==> src/core/clock_gate_pkg.sv <==
package clock_gate_pkg;

   // register byte offsets
   localparam logic [12:0] PERIPHERAL_GATE_OFS = 13'h103c;
   localparam logic [12:0] DMA_GATE_OFS        = 13'h1040;
   localparam logic [12:0] CLOCK_DIVIDER_OFS   = 13'h1044;

   // peripheral_gate_control field positions
   localparam int DAC_GATE_BIT        = 31;
   localparam int CALENDAR_ACCESS_BIT = 29;
   localparam int CONVERTER_GATE_BIT  = 27;
   localparam int TPM_TWO_BIT         = 26;
   localparam int TPM_ONE_BIT         = 25;
   localparam int TPM_ZERO_BIT        = 24;
   localparam int PERIODIC_GATE_BIT   = 23;
   localparam int AUDIO_GATE_BIT      = 15;
   localparam int ROUTER_GATE_BIT     = 1;
   localparam int FLASH_GATE_BIT      = 0;

   // dma_gate_control field position
   localparam int DMA_GATE_BIT = 8;

   // clock_divider_control core divider field
   localparam int CORE_DIV_LSB = 28;
   localparam int CORE_DIV_MSB = 31;

   // writable bits; every other bit reads as zero
   localparam logic [31:0] PERIPHERAL_GATE_MASK = 32'haf80_8003;
   localparam logic [31:0] DMA_GATE_MASK        = 32'h0000_0100;
   localparam logic [31:0] CLOCK_DIVIDER_MASK   = 32'hf000_0000;

   // values after reset
   localparam logic [31:0] PERIPHERAL_GATE_RST = 32'h0000_0001;
   localparam logic [31:0] DMA_GATE_RST        = 32'h0000_0100;

   // core divider codes loaded from the boot option at reset
   localparam logic [3:0] BOOT_DIV_BY1 = 4'h0;
   localparam logic [3:0] BOOT_DIV_BY2 = 4'h1;
   localparam logic [3:0] BOOT_DIV_BY4 = 4'h3;
   localparam logic [3:0] BOOT_DIV_BY8 = 4'h7;

endpackage

==> src/core/divider_if.sv <==
`timescale 1ns/100ps
`default_nettype none

// carries the divide ratio to the enable generator and its pulse back
interface divider_if #(parameter int DIV_W = 4);
   logic [DIV_W-1:0] ratio;
   logic             tick;

   modport ctrl (output ratio, input tick);
   modport gen  (input ratio, output tick);
endinterface

`default_nettype wire

==> src/core/core_enable_divider.sv <==
`timescale 1ns/100ps
`default_nettype none

// one-cycle enable every (ratio + 1) clocks
module core_enable_divider #(
   parameter int DIV_W = 4
) (
   input  wire logic MCLK,
   input  wire logic RST,
   divider_if.gen    div
);

   generate
      if (DIV_W < 1 || DIV_W > 8) begin : g_bad_width
         $error("core_enable_divider: DIV_W out of range");
      end
   endgenerate

   logic [DIV_W-1:0] count_r;
   logic             tick_r;

   ////////////////////////////////////////////////////////////////////////////
   // count up to the ratio, then pulse; a lowered ratio below the count
   // wraps at once rather than running the full width
   always_ff @(posedge MCLK) begin
      if (RST) begin
         count_r <= '0;
         tick_r  <= 1'b0;
      end else if (count_r >= div.ratio) begin
         count_r <= '0;
         tick_r  <= 1'b1;
      end else begin
         count_r <= count_r + 1'b1;
         tick_r  <= 1'b0;
      end
   end

   assign div.tick = tick_r;

endmodule // core_enable_divider

`default_nettype wire

==> src/core/peripheral_clock_gating.sv <==
`timescale 1ns/100ps
`default_nettype none

// Notes on behaviour
// - bit 31 of peripheral gate enables the dac clock.
// - bit 29 allows calendar access and passes its interrupt.
// - bit 27 enables the analog converter clock.
// - bits 26, 25, 24 enable timer/pwm two, one, zero clocks.
// - bit 23 enables the periodic timer clock.
// - bit 15 enables the audio serial clock.
// - bit 1 enables the dma request router clock.
// - bit 0 gates flash clock; gated flash blocks low-power entry.
// - reserved bits of both gate registers are read-only zero.
// - bit 8 of dma gate enables the dma controller clock.
// - divider register ignores writes in very-low-power run mode.
// - at reset the core divider loads 0000/0001/0011/0111 from boot option.
// - core divider bits 31..28 divide core clocks by value plus one.
module peripheral_clock_gating #(
   parameter int DIV_W = 4
) (
   input  wire logic        MCLK,
   input  wire logic        RST,
   input  wire logic [12:0] ADDR,
   input  wire logic [31:0] WDATA,
   input  wire logic        WR,
   input  wire logic        RD,
   output logic      [31:0] RDATA,
   input  wire logic        VERY_LOW_POWER_RUN_MODE,
   input  wire logic [1:0]  BOOT_DIVIDER_OPTION,
   input  wire logic        CALENDAR_IRQ_IN,
   output logic             CALENDAR_IRQ,
   output logic             CALENDAR_ACCESS_EN,
   output logic             DAC_CLOCK_GATE,
   output logic             CONVERTER_CLOCK_GATE,
   output logic             TIMER_PWM_TWO_GATE,
   output logic             TIMER_PWM_ONE_GATE,
   output logic             TIMER_PWM_ZERO_GATE,
   output logic             PERIODIC_TIMER_GATE,
   output logic             AUDIO_SERIAL_GATE,
   output logic             REQUEST_ROUTER_GATE,
   output logic             FLASH_CLOCK_GATE,
   output logic             LOW_POWER_ENTRY_BLOCK,
   output logic             DMA_CLOCK_GATE,
   output logic      [3:0]  CORE_CLOCK_DIVIDER,
   output logic             CORE_CLOCK_EN
);

   generate
      if (DIV_W != 4) begin : g_bad_width
         $error("peripheral_clock_gating: core divider field is four bits");
      end
   endgenerate

   logic [31:0] pgate_r;
   logic [31:0] pgate_nxt;
   logic [31:0] dgate_r;
   logic [31:0] dgate_nxt;
   logic [3:0]  core_div_r;
   logic [3:0]  boot_code;
   logic        lp_block_r;
   logic        cal_irq_r;
   logic [31:0] rdata_r;
   logic [31:0] rdata_nxt;
   logic        hit_pgate;
   logic        hit_dgate;
   logic        hit_div;

   divider_if #(.DIV_W(DIV_W)) div ();

   ////////////////////////////////////////////////////////////////////////////
   // address decode
   assign hit_pgate = (ADDR == clock_gate_pkg::PERIPHERAL_GATE_OFS);
   assign hit_dgate = (ADDR == clock_gate_pkg::DMA_GATE_OFS);
   assign hit_div   = (ADDR == clock_gate_pkg::CLOCK_DIVIDER_OFS);

   // boot option to divider code; only the four power-of-two codes occur
   always_comb begin
      unique case (BOOT_DIVIDER_OPTION)
         2'h0: boot_code = clock_gate_pkg::BOOT_DIV_BY1;
         2'h1: boot_code = clock_gate_pkg::BOOT_DIV_BY2;
         2'h2: boot_code = clock_gate_pkg::BOOT_DIV_BY4;
         2'h3: boot_code = clock_gate_pkg::BOOT_DIV_BY8;
      endcase
   end

   // next gate values; masking keeps reserved bits at zero
   always_comb begin
      pgate_nxt = pgate_r;
      dgate_nxt = dgate_r;
      if (WR && hit_pgate) begin
         pgate_nxt = WDATA & clock_gate_pkg::PERIPHERAL_GATE_MASK;
      end
      if (WR && hit_dgate) begin
         dgate_nxt = WDATA & clock_gate_pkg::DMA_GATE_MASK;
      end
   end

   ////////////////////////////////////////////////////////////////////////////
   // gate registers; the enables below are these flops, so each one
   // changes cleanly on the edge that takes the write
   always_ff @(posedge MCLK) begin
      if (RST) begin
         pgate_r <= clock_gate_pkg::PERIPHERAL_GATE_RST;
         dgate_r <= clock_gate_pkg::DMA_GATE_RST;
      end else begin
         pgate_r <= pgate_nxt;
         dgate_r <= dgate_nxt;
      end
   end

   // low-power entry is held off while the flash clock is gated
   always_ff @(posedge MCLK) begin
      if (RST) begin
         lp_block_r <= ~clock_gate_pkg::PERIPHERAL_GATE_RST[clock_gate_pkg::FLASH_GATE_BIT];
      end else begin
         lp_block_r <= ~pgate_nxt[clock_gate_pkg::FLASH_GATE_BIT];
      end
   end

   // core divider: reloaded from the boot option for as long as reset is held
   always_ff @(posedge MCLK) begin
      if (RST) begin
         core_div_r <= boot_code;
      end else if (WR && hit_div && !VERY_LOW_POWER_RUN_MODE) begin
         core_div_r <= WDATA[clock_gate_pkg::CORE_DIV_MSB:clock_gate_pkg::CORE_DIV_LSB];
      end
   end

   // calendar interrupt passes only while access is enabled; costs one
   // cycle of latency to keep the output on a flop
   always_ff @(posedge MCLK) begin
      if (RST) begin
         cal_irq_r <= 1'b0;
      end else begin
         cal_irq_r <= CALENDAR_IRQ_IN & pgate_r[clock_gate_pkg::CALENDAR_ACCESS_BIT];
      end
   end

   ////////////////////////////////////////////////////////////////////////////
   // read mux; unmapped addresses read zero
   always_comb begin
      rdata_nxt = 32'h0000_0000;
      if (hit_pgate) begin
         rdata_nxt = pgate_r;
      end else if (hit_dgate) begin
         rdata_nxt = dgate_r;
      end else if (hit_div) begin
         rdata_nxt[clock_gate_pkg::CORE_DIV_MSB:clock_gate_pkg::CORE_DIV_LSB] = core_div_r;
      end
   end

   // read data held only in the cycle after the strobe
   always_ff @(posedge MCLK) begin
      if (RST) begin
         rdata_r <= 32'h0000_0000;
      end else if (RD) begin
         rdata_r <= rdata_nxt;
      end else begin
         rdata_r <= 32'h0000_0000;
      end
   end

   ////////////////////////////////////////////////////////////////////////////
   // core clock enable pulse
   assign div.ratio = core_div_r;

   core_enable_divider #(.DIV_W(DIV_W)) u_div (
      .MCLK (MCLK),
      .RST  (RST),
      .div  (div)
   );

   ////////////////////////////////////////////////////////////////////////////
   // outputs straight from flops
   assign RDATA                 = rdata_r;
   assign DAC_CLOCK_GATE        = pgate_r[clock_gate_pkg::DAC_GATE_BIT];
   assign CALENDAR_ACCESS_EN    = pgate_r[clock_gate_pkg::CALENDAR_ACCESS_BIT];
   assign CALENDAR_IRQ          = cal_irq_r;
   assign CONVERTER_CLOCK_GATE  = pgate_r[clock_gate_pkg::CONVERTER_GATE_BIT];
   assign TIMER_PWM_TWO_GATE    = pgate_r[clock_gate_pkg::TPM_TWO_BIT];
   assign TIMER_PWM_ONE_GATE    = pgate_r[clock_gate_pkg::TPM_ONE_BIT];
   assign TIMER_PWM_ZERO_GATE   = pgate_r[clock_gate_pkg::TPM_ZERO_BIT];
   assign PERIODIC_TIMER_GATE   = pgate_r[clock_gate_pkg::PERIODIC_GATE_BIT];
   assign AUDIO_SERIAL_GATE     = pgate_r[clock_gate_pkg::AUDIO_GATE_BIT];
   assign REQUEST_ROUTER_GATE   = pgate_r[clock_gate_pkg::ROUTER_GATE_BIT];
   assign FLASH_CLOCK_GATE      = pgate_r[clock_gate_pkg::FLASH_GATE_BIT];
   assign LOW_POWER_ENTRY_BLOCK = lp_block_r;
   assign DMA_CLOCK_GATE        = dgate_r[clock_gate_pkg::DMA_GATE_BIT];
   assign CORE_CLOCK_DIVIDER    = core_div_r;
   assign CORE_CLOCK_EN         = div.tick;

endmodule // peripheral_clock_gating

`default_nettype wire

==> config.mk <==
export PLATFORM = sky130hd
export DESIGN_NAME = peripheral_clock_gating
export DESIGN_NICKNAME = d
export VERILOG_FILES = /design/src/core/clock_gate_pkg.sv /design/src/core/divider_if.sv /design/src/core/core_enable_divider.sv /design/src/core/peripheral_clock_gating.sv
export SDC_FILE = /design/constraint.sdc
export NUM_CORES = 1
export LEC_CHECK = 0
export ABC_CLOCK_PERIOD_IN_PS = 2000
export BUFFER_PORTS_ARGS = -buffer_cell sky130_fd_sc_hd__buf_2
export CORE_MARGIN = 4
export CORE_UTILIZATION = 41
export CTS_CLUSTER_DIAMETER = 120
export DETAILED_ROUTE_END_ITERATION = 8
export GPL_TIMING_DRIVEN = 1
export PLACE_DENSITY_LB_ADDON = 0.08
export SYNTH_ARGS = -nofsm -noshare
export SYNTH_HDL_FRONTEND = slang
export SYNTH_SLANG_ARGS = --single-unit
==> constraint.sdc <==
create_clock -name MCLK -period 2 [get_ports MCLK]
set_clock_uncertainty 0.2 [all_clocks]
set_input_delay 0.2 -clock MCLK [delete_from_list [all_inputs] [get_ports MCLK]]
set_output_delay 0.2 -clock MCLK [all_outputs]
set_load 0.03 [all_outputs]
Yosys cells after proc, flatten, opt, wreduce, memory -nomap -nowiden
Index checks and enable logic that the tools add are counted.

Memories kept: 0. Logic and storage cells: 46. Memory bits (writable): 0. Input bits: 53. Register bits: 54. Memory bits (read-only): 0. Latch bits: 0.

Equal/unequal tests: 6. Bitwise logic cells: 5. Add/sub/neg operators: 1. Magnitude comparators: 1. Multipliers: 0. Shifts and indexed selects: 0. Mux-type cells: 9. Reduce and logical (&&, ||, !) cells: 12. Divide/modulo/power cells: 0.

Operator list (number): equality test 13 bit, second input constant (3); two-way mux 32 bit (1); two-way mux 4 bit (4); one-hot mux 4 bit (4 select lines) (1); two-way mux 9 bit (1); OR reduction 5 bit (1); adder 4 x 1 -> 4 bit, second input constant (1); equality test 2 bit, second input constant (2); greater-or-equal comparator 4 bit (1); logical AND 1 bit (4); NOT 1 bit (4); OR reduction 2 bit (2); OR reduction 4 bit (1); OR reduction 3 bit (1); equality test 2 x 1 -> 1 bit, second input constant (1); zero test 2 bit (1); two-way mux 1 bit (2); nonzero test 2 bit (1); bitwise AND 1 bit (1); zero test 1 bit (1).

Longest topological paths before layout
Gate-level depths: netlist of run 1.

Word-level depth: 5. Depth in mapped cells: 6. Gate-level depth less buffers: 6.

Hierarchy
A second synthesis of run 1 with hierarchy kept.

Cell total of the unflattened synthesis: 143. Area, all modules: 1507.7 um^2.

Modules (own cells, without submodules): peripheral_clock_gating (area an instance 1238.7 um^2, cells each 117, times used 1); core_enable_divider (area an instance 269.0 um^2, cells each 26, times used 1).

Worst setup path after synthesis of run 1
No wires, ideal clock.

Path kind: flip-flop to flip-flop. Start point: register core_div_r[0], in the netlist CORE_CLOCK_DIVIDER[0]. End point: register u_div.tick_r, in the netlist u_div.div.tick. Data arrival time: 1514 ps. Cell stages (with the launch flop): 6. Setup slack: 171 ps. Cells stage by stage: edfxtp_1 > ha_1 > nand2b_1 > a211oi_1 > nor2_1 > o21ba_2.

Cells in the longest elaborated chain, start to end: 2.

RTL lines: start, declared (line peripheral_clock_gating.sv:58) `logic [3:0] core_div_r;`; start signal, assigned (line peripheral_clock_gating.sv:123) `core_div_r <= boot_code;`; start signal, assigned (line peripheral_clock_gating.sv:125) `core_div_r <= WDATA[clock_gate_pkg::CORE_DIV_MSB:clock_gate_pkg::CORE_DIV_LSB];`; greater-or-equal comparator 4 bit (line core_enable_divider.sv:29) `end else if (count_r >= div.ratio) begin`; two-way mux 1 bit (line core_enable_divider.sv:29); end signal, assigned (line core_enable_divider.sv:28) `tick_r <= 1'b0;`; end signal, assigned (line core_enable_divider.sv:31) `tick_r <= 1'b1;`; end signal, assigned (line core_enable_divider.sv:34) `tick_r <= 1'b0;`; end, declared (line core_enable_divider.sv:20) `logic tick_r;`.

No other way between the ends. A chain may end at the register's enable or synchronous reset.

Worst setup path in the final report of run 1
Ends and elaborated chain as after synthesis.

==> key figures, run 1 <==
Detailed routing
  • Drc violations: 0
  • Via Count: 1,268
  • WL final: 3360 um
  • Initial DRC Count: 33
  • Initial DRT Pass Iterations: 4
  • Detail Route Antenna Nets: 0
  • DR WL/cell: 12.0 um
  • DR vias/cell: 4.51

STA
  • Setup Viol. Count Final: 0
  • Final slew viol count: 0
  • Min cycle time layout: 1.76 ns
  • Max Fclk: 568 MHz
  • Setup_tns: 0 ns
  • Unrepaired setup endpoints after global routing: no
  • Final worst-path cycle share: 88.1%
  • Final hold violations: 0

Power and ir drop
  • VDD IR-drop max: 0.000391 V
  • Seq pwr share: 49.6%
  • PD cells: 718 nW/um^2
  • P_int: 1130 uW
  • Net switching power: 374 uW
  • Clock network power share: 36.2%
  • Lkg Pwr: 0.00109 uW
  • Pwr Total: 1500 uW
  • Combinational share of power: 14.1%
  • Switching portion of total power: 24.9%

Die
  • Die width: 69.4 um
  • Placeable Area: 3660 um^2
  • Die ar.: 4820 um^2
  • Height of the die: 69.4 um
  • I/O pin total: 103
  • Rows: 22
  • Initial Util: 42.3%

Critical path
  • Startpoint types: flop
  • CP Data Arrival Time: 1.74 ns
  • Reg-to-reg endpoint: u_div.div.tick$_SDFF_PP0_
  • Crit Reg-Reg Startpoint: CORE_CLOCK_DIVIDER[0]$_DFFE_PP_
  • CP Capture Type: flop
  • Top delay family on crit path: compound AO/OA/AOI/OAI gates
  • R2R cell count: 5
  • Kind of critical path: flop to flop
  • Flop2flop setup slack: 0.24 ns
  • Crit path buffers/inverters: 0
  • Crit-path cells: ha_1 -> nand2b_1 -> a211oi_1 -> nor2_1 -> o21ba_2
  • Critical Path RT: 1.98 ns
  • Slowest CP cell: edfxtp_1
  • Crit Path Max Fanout: 3
  • Slowest stage delay, CP: 0.42 ns

Synthesis
  • Area leader, netlist: dfxtp_1
  • Sequential fraction of the synthesis area: 47.9%
  • Most used DFF post-synth: dfxtp_1
  • Post-synth EDFFs: 4
  • Netlist cell types: 40
  • Synth warn: 0
  • Post-synthesis register bit count: 35
  • Post-Syn Area: 1550 um^2
  • Post-synth top area share: 40.1%
  • Syn Area/Cell: 10.4 um^2
  • Area contributors post-synth: dfxtp_1, buf_4, edfxtp_1, mux2i_1, nor2_1
  • Share of flip-flops with an asynchronous set or reset: 0%
  • Mapped Cells: 149

Final layout
  • Layout area overhead: 35.0%
  • Layout cells sized above 1: 35.6%
  • Antenna cells: 0
  • Final net count: 290

Global routing
  • First-pass GRT wire length: 5630 um
  • Vias in the first global route: 1,291
  • Total grt overflow: 0
  • GRT Total Usage: 14.6%
  • Initial antenna violation count: 0
  • Largest net degree at the start of global routing: 25

Clock network
  • Num CTS Buffers: 5
  • CTS root buf: clkbuf_8
  • CTS tree: done
  • CTS sink cnt: 35
  • Cts repair resizes: 0
  • Worst-Skew Late Latency: 0.28 ns
  • Worst-path clk slew: 0.06 ns
  • H-tree depth: 2
  • Worst-case clock buffer depth: 2

Worst hold path
  • Worst Hold Class: input port to flop
  • Hold EP: CORE_CLOCK_DIVIDER[0]$_DFFE_PP_
  • Hold_sp: WDATA[28]
  • Hold Path Depth: 3

Place
  • GP Congestion: 0.841
  • DPL Wire Length: 2660 um
  • PortBufs: 64

Job
  • Total of max-cap violations: 0

Outcome
  • Status: finished, final reports clean
==> state kept, by name, summed over array words and instances, names as in the netlist, named ones only <==
signal / cells
RDATA: 13
pgate_r: 9
CORE_CLOCK_DIVIDER: 4
u_div.count_r: 4
CALENDAR_IRQ: 1
LOW_POWER_ENTRY_BLOCK: 1
dgate_r: 1
u_div.div.tick: 1
==> placed cells by master (no fill, tap or decap), types with 2 or more instances in the layout <==
cell,n
a21oi_1,2
a22oi_1,2
and2_1,8
buf_2,64
buf_4,4
clkbuf_8,7
conb_1,19
dfxtp_1,31
dlygate4sd3_1,13
edfxtp_1,4
ha_1,5
inv_1,8
mux2i_1,9
nand2b_1,2
nand3_1,3
nand4_2,2
nor2_1,20
nor2b_1,2
nor3_1,3
nor4b_2,2
o21ai_0,3
==> through the flow <==
stage	setup WS [ns]	hold WS [ns]	utilization (%)	cells	instance area [um^2]
2_1_floorplan	0.171	0.0757	-	167	1620
3_3_place_gp	0.222	0.225	50.8	260	1860
3_5_place_dp	0.216	0.230	50.8	260	1860
4_1_cts	0.220	0.0306	57.1	281	2090
5_1_grt	0.0798	0.0529	57.1	281	2090
6_report	0.239	0.0467	57.1	281	2090
==> how the worst max path moves through the flow <==
| stage | from | to | slack (ns) | cells after the start |
|---|---|---|---|---|
| after detailed placement | ADDR[9] | CORE_CLOCK_DIVIDER[2]$_DFFE_PP_ | 0.22 | 4 |
| after global routing | CORE_CLOCK_DIVIDER[0]$_DFFE_PP_ | u_div.count_r[1]$_SDFF_PP0_ | 0.08 | 5 |
| after CTS | CORE_CLOCK_DIVIDER[0]$_DFFE_PP_ | u_div.count_r[2]$_SDFF_PP0_ | 0.22 | 5 |
| after floorplan | CORE_CLOCK_DIVIDER[0]$_DFFE_PP_ | u_div.div.tick$_SDFF_PP0_ | 0.17 | 5 |
| after global placement | ADDR[9] | CORE_CLOCK_DIVIDER[2]$_DFFE_PP_ | 0.22 | 4 |
| final | CORE_CLOCK_DIVIDER[0]$_DFFE_PP_ | u_div.div.tick$_SDFF_PP0_ | 0.24 | 5 |
==> worst register-to-register path: stages, from the launching register on <==
cell and delay [ns]:
edfxtp_1 0.42, ha_1 0.30, nand2b_1 0.14, a211oi_1 0.29, nor2_1 0.11, o21ba_2 0.20
==> final cells by class <==
| type | instances | area (um^2) |
|---|---|---|
| Fill cell | 332 | 1570 |
| Tap cell | 48 | 60.1 |
| Multi-Input combinational cell | 101 | 678 |
| Timing Repair Buffer | 81 | 480 |
| Sequential cell | 35 | 741 |
| Inverter | 8 | 30.0 |
| Clock buffer | 8 | 100 |
==> power by group through the flow <==
stage / combinational [uW] / sequential, uW / clock [uW]
after floorplan: 141 / 775 / 0
after global placement: 186 / 760 / 0
after detailed placement: 194 / 760 / 0
after CTS: 213 / 745 / 567
after global routing: 237 / 746 / 587
final: 212 / 744 / 544
==> metal layers <==
metal	vias to the layer above	part of all wire [%]	GRT usage (%)
li1	635	-	-
met1	587	38	15.4
met2	39	52	25.6
met3	7	7.9	5.51
met4	0	1.5	6.51
met5	-	0	0
==> cell families after synthesis <==
family | count (synthesis) | share of synthesized area, %
AO/OA/AOI/OAI | 12 | 5.25
XOR/XNOR | 2 | 1.13
adder cells (fa/ha/maj) | 5 | 4.04
buffers and inverters | 31 | 12.7
flip-flops | 35 | 47.9
multiplexers | 10 | 6.55
other | 1 | 0.242
AND/OR/NAND/NOR | 53 | 22.2
==> repair_timing <==
action / in CTS / in global routing
hold buffers: 13 / 0
hold endpoints to repair: 13 / 0
buffers inserted: 0 / 0
==> synth_stat cells, types with 2 or more instances <==
library cell  number
o21ai_0            3
clkbuf_1           2
nand4_2            2
nor3_1             3
edfxtp_1           4
a22oi_1            2
a21oi_1            2
nand3_1            3
buf_4             19
mux2i_1            9
dfxtp_1           31
ha_1               5
nand2b_1           2
and2_1             8
nor2_1            20
nor4b_2            2
nor2b_1            2
inv_1              8
(Power assumes the default switching activity.)
==> run 2: changes to the inputs <==
--- a/config.mk
+++ b/config.mk
@@ -8,7 +8,7 @@
 export ABC_CLOCK_PERIOD_IN_PS = 2000
 export BUFFER_PORTS_ARGS = -buffer_cell sky130_fd_sc_hd__buf_2
 export CORE_MARGIN = 4
-export CORE_UTILIZATION = 41
+export CORE_UTILIZATION = 37
 export CTS_CLUSTER_DIAMETER = 120
 export DETAILED_ROUTE_END_ITERATION = 8
 export GPL_TIMING_DRIVEN = 1
==> run 2 against run 1 <==
Count of clock-buffer cells in the layout decreased by 3. Sequential power barely moved. Wire length up 0.98%. Utilization decreased by 4.8 points. Sequential share of layout area is 0.25 points lower. Sequential cell count unchanged. Final cell count is 0.71% higher. Critical endpoint unchanged. Largest cell class unchanged. Critical path depth stayed put. Die area is 9.5% higher. Largest power group unchanged. Via count fell by 2.7%. Worst hold slack lost 0.019 ns. First-iteration DRC count decreased by 3.0%.
==> key figures, run 2 (synthesis results as in run 1) <==
Clock network
  • CTS tree: done
  • Cts repair resizes: 0
  • CTS sink cnt: 35
  • Worst-case clock buffer depth: 2
  • Worst-Skew Late Latency: 0.29 ns
  • CTS root buf: clkbuf_8
  • H-tree depth: 2
  • Worst-path clk slew: 0.07 ns
  • Num CTS Buffers: 5

Critical path
  • Startpoint types: flop
  • Crit-path cells: ha_1 -> nand2b_1 -> a211oi_1 -> nor2_1 -> o21ba_2
  • CP Data Arrival Time: 1.77 ns
  • Crit Path Max Fanout: 3
  • CP Capture Type: flop
  • Critical Path RT: 1.98 ns
  • Slowest CP cell: edfxtp_1
  • Slowest stage delay, CP: 0.44 ns
  • Kind of critical path: flop to flop
  • Crit path buffers/inverters: 0
  • Top delay family on crit path: compound AO/OA/AOI/OAI gates

Outcome
  • Status: finished, final reports clean

Global routing
  • Largest net degree at the start of global routing: 25
  • GR peak layer: met2
  • Global Route met1 Usage: 14.9%
  • Total grt overflow: 0
  • GR Util met3: 6.20%
  • First-pass GRT wire length: 5510 um
  • GRT Total Usage: 13.6%
  • Met2 Use GR: 23.2%
  • Initial antenna violation count: 0
  • Vias in the first global route: 1,258

Place
  • PortBufs: 64
  • DPL Wire Length: 2690 um
  • Placed cell area: 1860 um^2
  • GP Congestion: 0.743
  • Setup Slack @ Placement: 0.230 ns

Die
  • I/O pin total: 103
  • Placeable Area: 4030 um^2
  • Die ar.: 5280 um^2
  • Initial Util: 38.4%
  • Height of the die: 72.7 um
  • Rows: 23
  • Die width: 72.7 um

Worst hold path
  • Worst Hold Class: input port to flop

Power and ir drop
  • PD cells: 750 nW/um^2
  • VDD IR-drop max: 0.000510 V
  • Lkg Pwr: 0.00110 uW

Detailed routing
  • Initial DRT Pass Iterations: 3
  • Initial DRC Count: 32
  • Detail Route Antenna Nets: 0
  • DR vias/cell: 4.36
  • WL final: 3390 um
  • Drc violations: 0
  • DR WL/cell: 12.0 um
  • Via Count: 1,234

STA
  • Setup_tns: 0 ns
  • Final critical-path setup slack: 0.215 ns
  • Max Fclk: 560 MHz
  • Setup Viol. Count Final: 0
  • Min cycle time layout: 1.78 ns
  • Final worst-path cycle share: 89.2%
  • Final hold violations: 0
  • Unrepaired setup endpoints after global routing: no
  • Final slew viol count: 0

Final layout
  • Post-route cell area: 2100 um^2
  • Commonest non-fill, non-tap cells in the layout: buf_2, dfxtp_1, nor2_1
  • Commonest non-fill, non-tap cell in the layout: buf_2
  • Final net count: 290
  • Filler cell count: 390
  • Antenna cells: 0
  • Largest register FFs: 13
  • Layout cells sized above 1: 36.1%
  • Layout area overhead: 36.0%

Job
  • Total of max-cap violations: 0
run 2: power by group:
| part | switching, uW | total (uW) | internal (uW) |
|---|---|---|---|
| sequential | 14.8 | 744 | 729 |
| clock | 252 | 623 | 371 |
| combinational | 129 | 212 | 82.6 |
| total | 396 | 1580 | 1180 |
run 2: stage by stage:
step                      std cells  hold WS [ns]  total power (uW)  util, %
after CTS                       283        0.0207              1610     52.2
after detailed placement        262         0.236               953     46.2
after global routing            283        0.0406              1670     52.2
after global placement          262         0.224               948     46.2
final                           283        0.0278              1580     52.2
after floorplan                 167        0.0757               917        -
run 2: final timing paths:
kind                                                 startpoint                   endpoint  slack, ns  depth (start not counted)
worst max-delay path            CORE_CLOCK_DIVIDER[0]$_DFFE_PP_  u_div.div.tick$_SDFF_PP0_       0.22                          5
worst min-delay path                                    ADDR[4]       RDATA[30]$_SDFF_PP0_       0.03                          3
worst max register to register  CORE_CLOCK_DIVIDER[0]$_DFFE_PP_  u_div.div.tick$_SDFF_PP0_       0.22                          5
worst min register to register                             flop        RDATA[0]$_SDFF_PP0_       0.29                          1
run 2: worst register-to-register path: cells and delay by family (launching register included):
family | cells | cell delay [ns]
fa+ha+maj | 1 | 0.31
flops | 1 | 0.44
simple gates | 2 | 0.24
compound gates | 2 | 0.49
run 2: what timing repair did:
item / CTS / global route
hold buffers: 13 / 0
hold endpoints to repair: 13 / 0
buffers inserted: 0 / 0
run 2: area by class of cell:
cell class                 count  area, um^2  share of cell area (%)
clock buffer                   5        68.8                    3.27
clock inverter                 3        43.8                    2.08
inverter                       8        30.0                    1.43
multi-input combinational    101         678                    32.2
sequential                    35         741                    35.2
tap                           50        62.6                    2.97
timing repair buffer          81         480                    22.8
run 2: per-layer routing:
metal  share of wire, %  up-vias
li1                   -      633
met1                 40      556
met2                 49       40
met3                9.5        5
met4                1.1        0
met5                  0        -
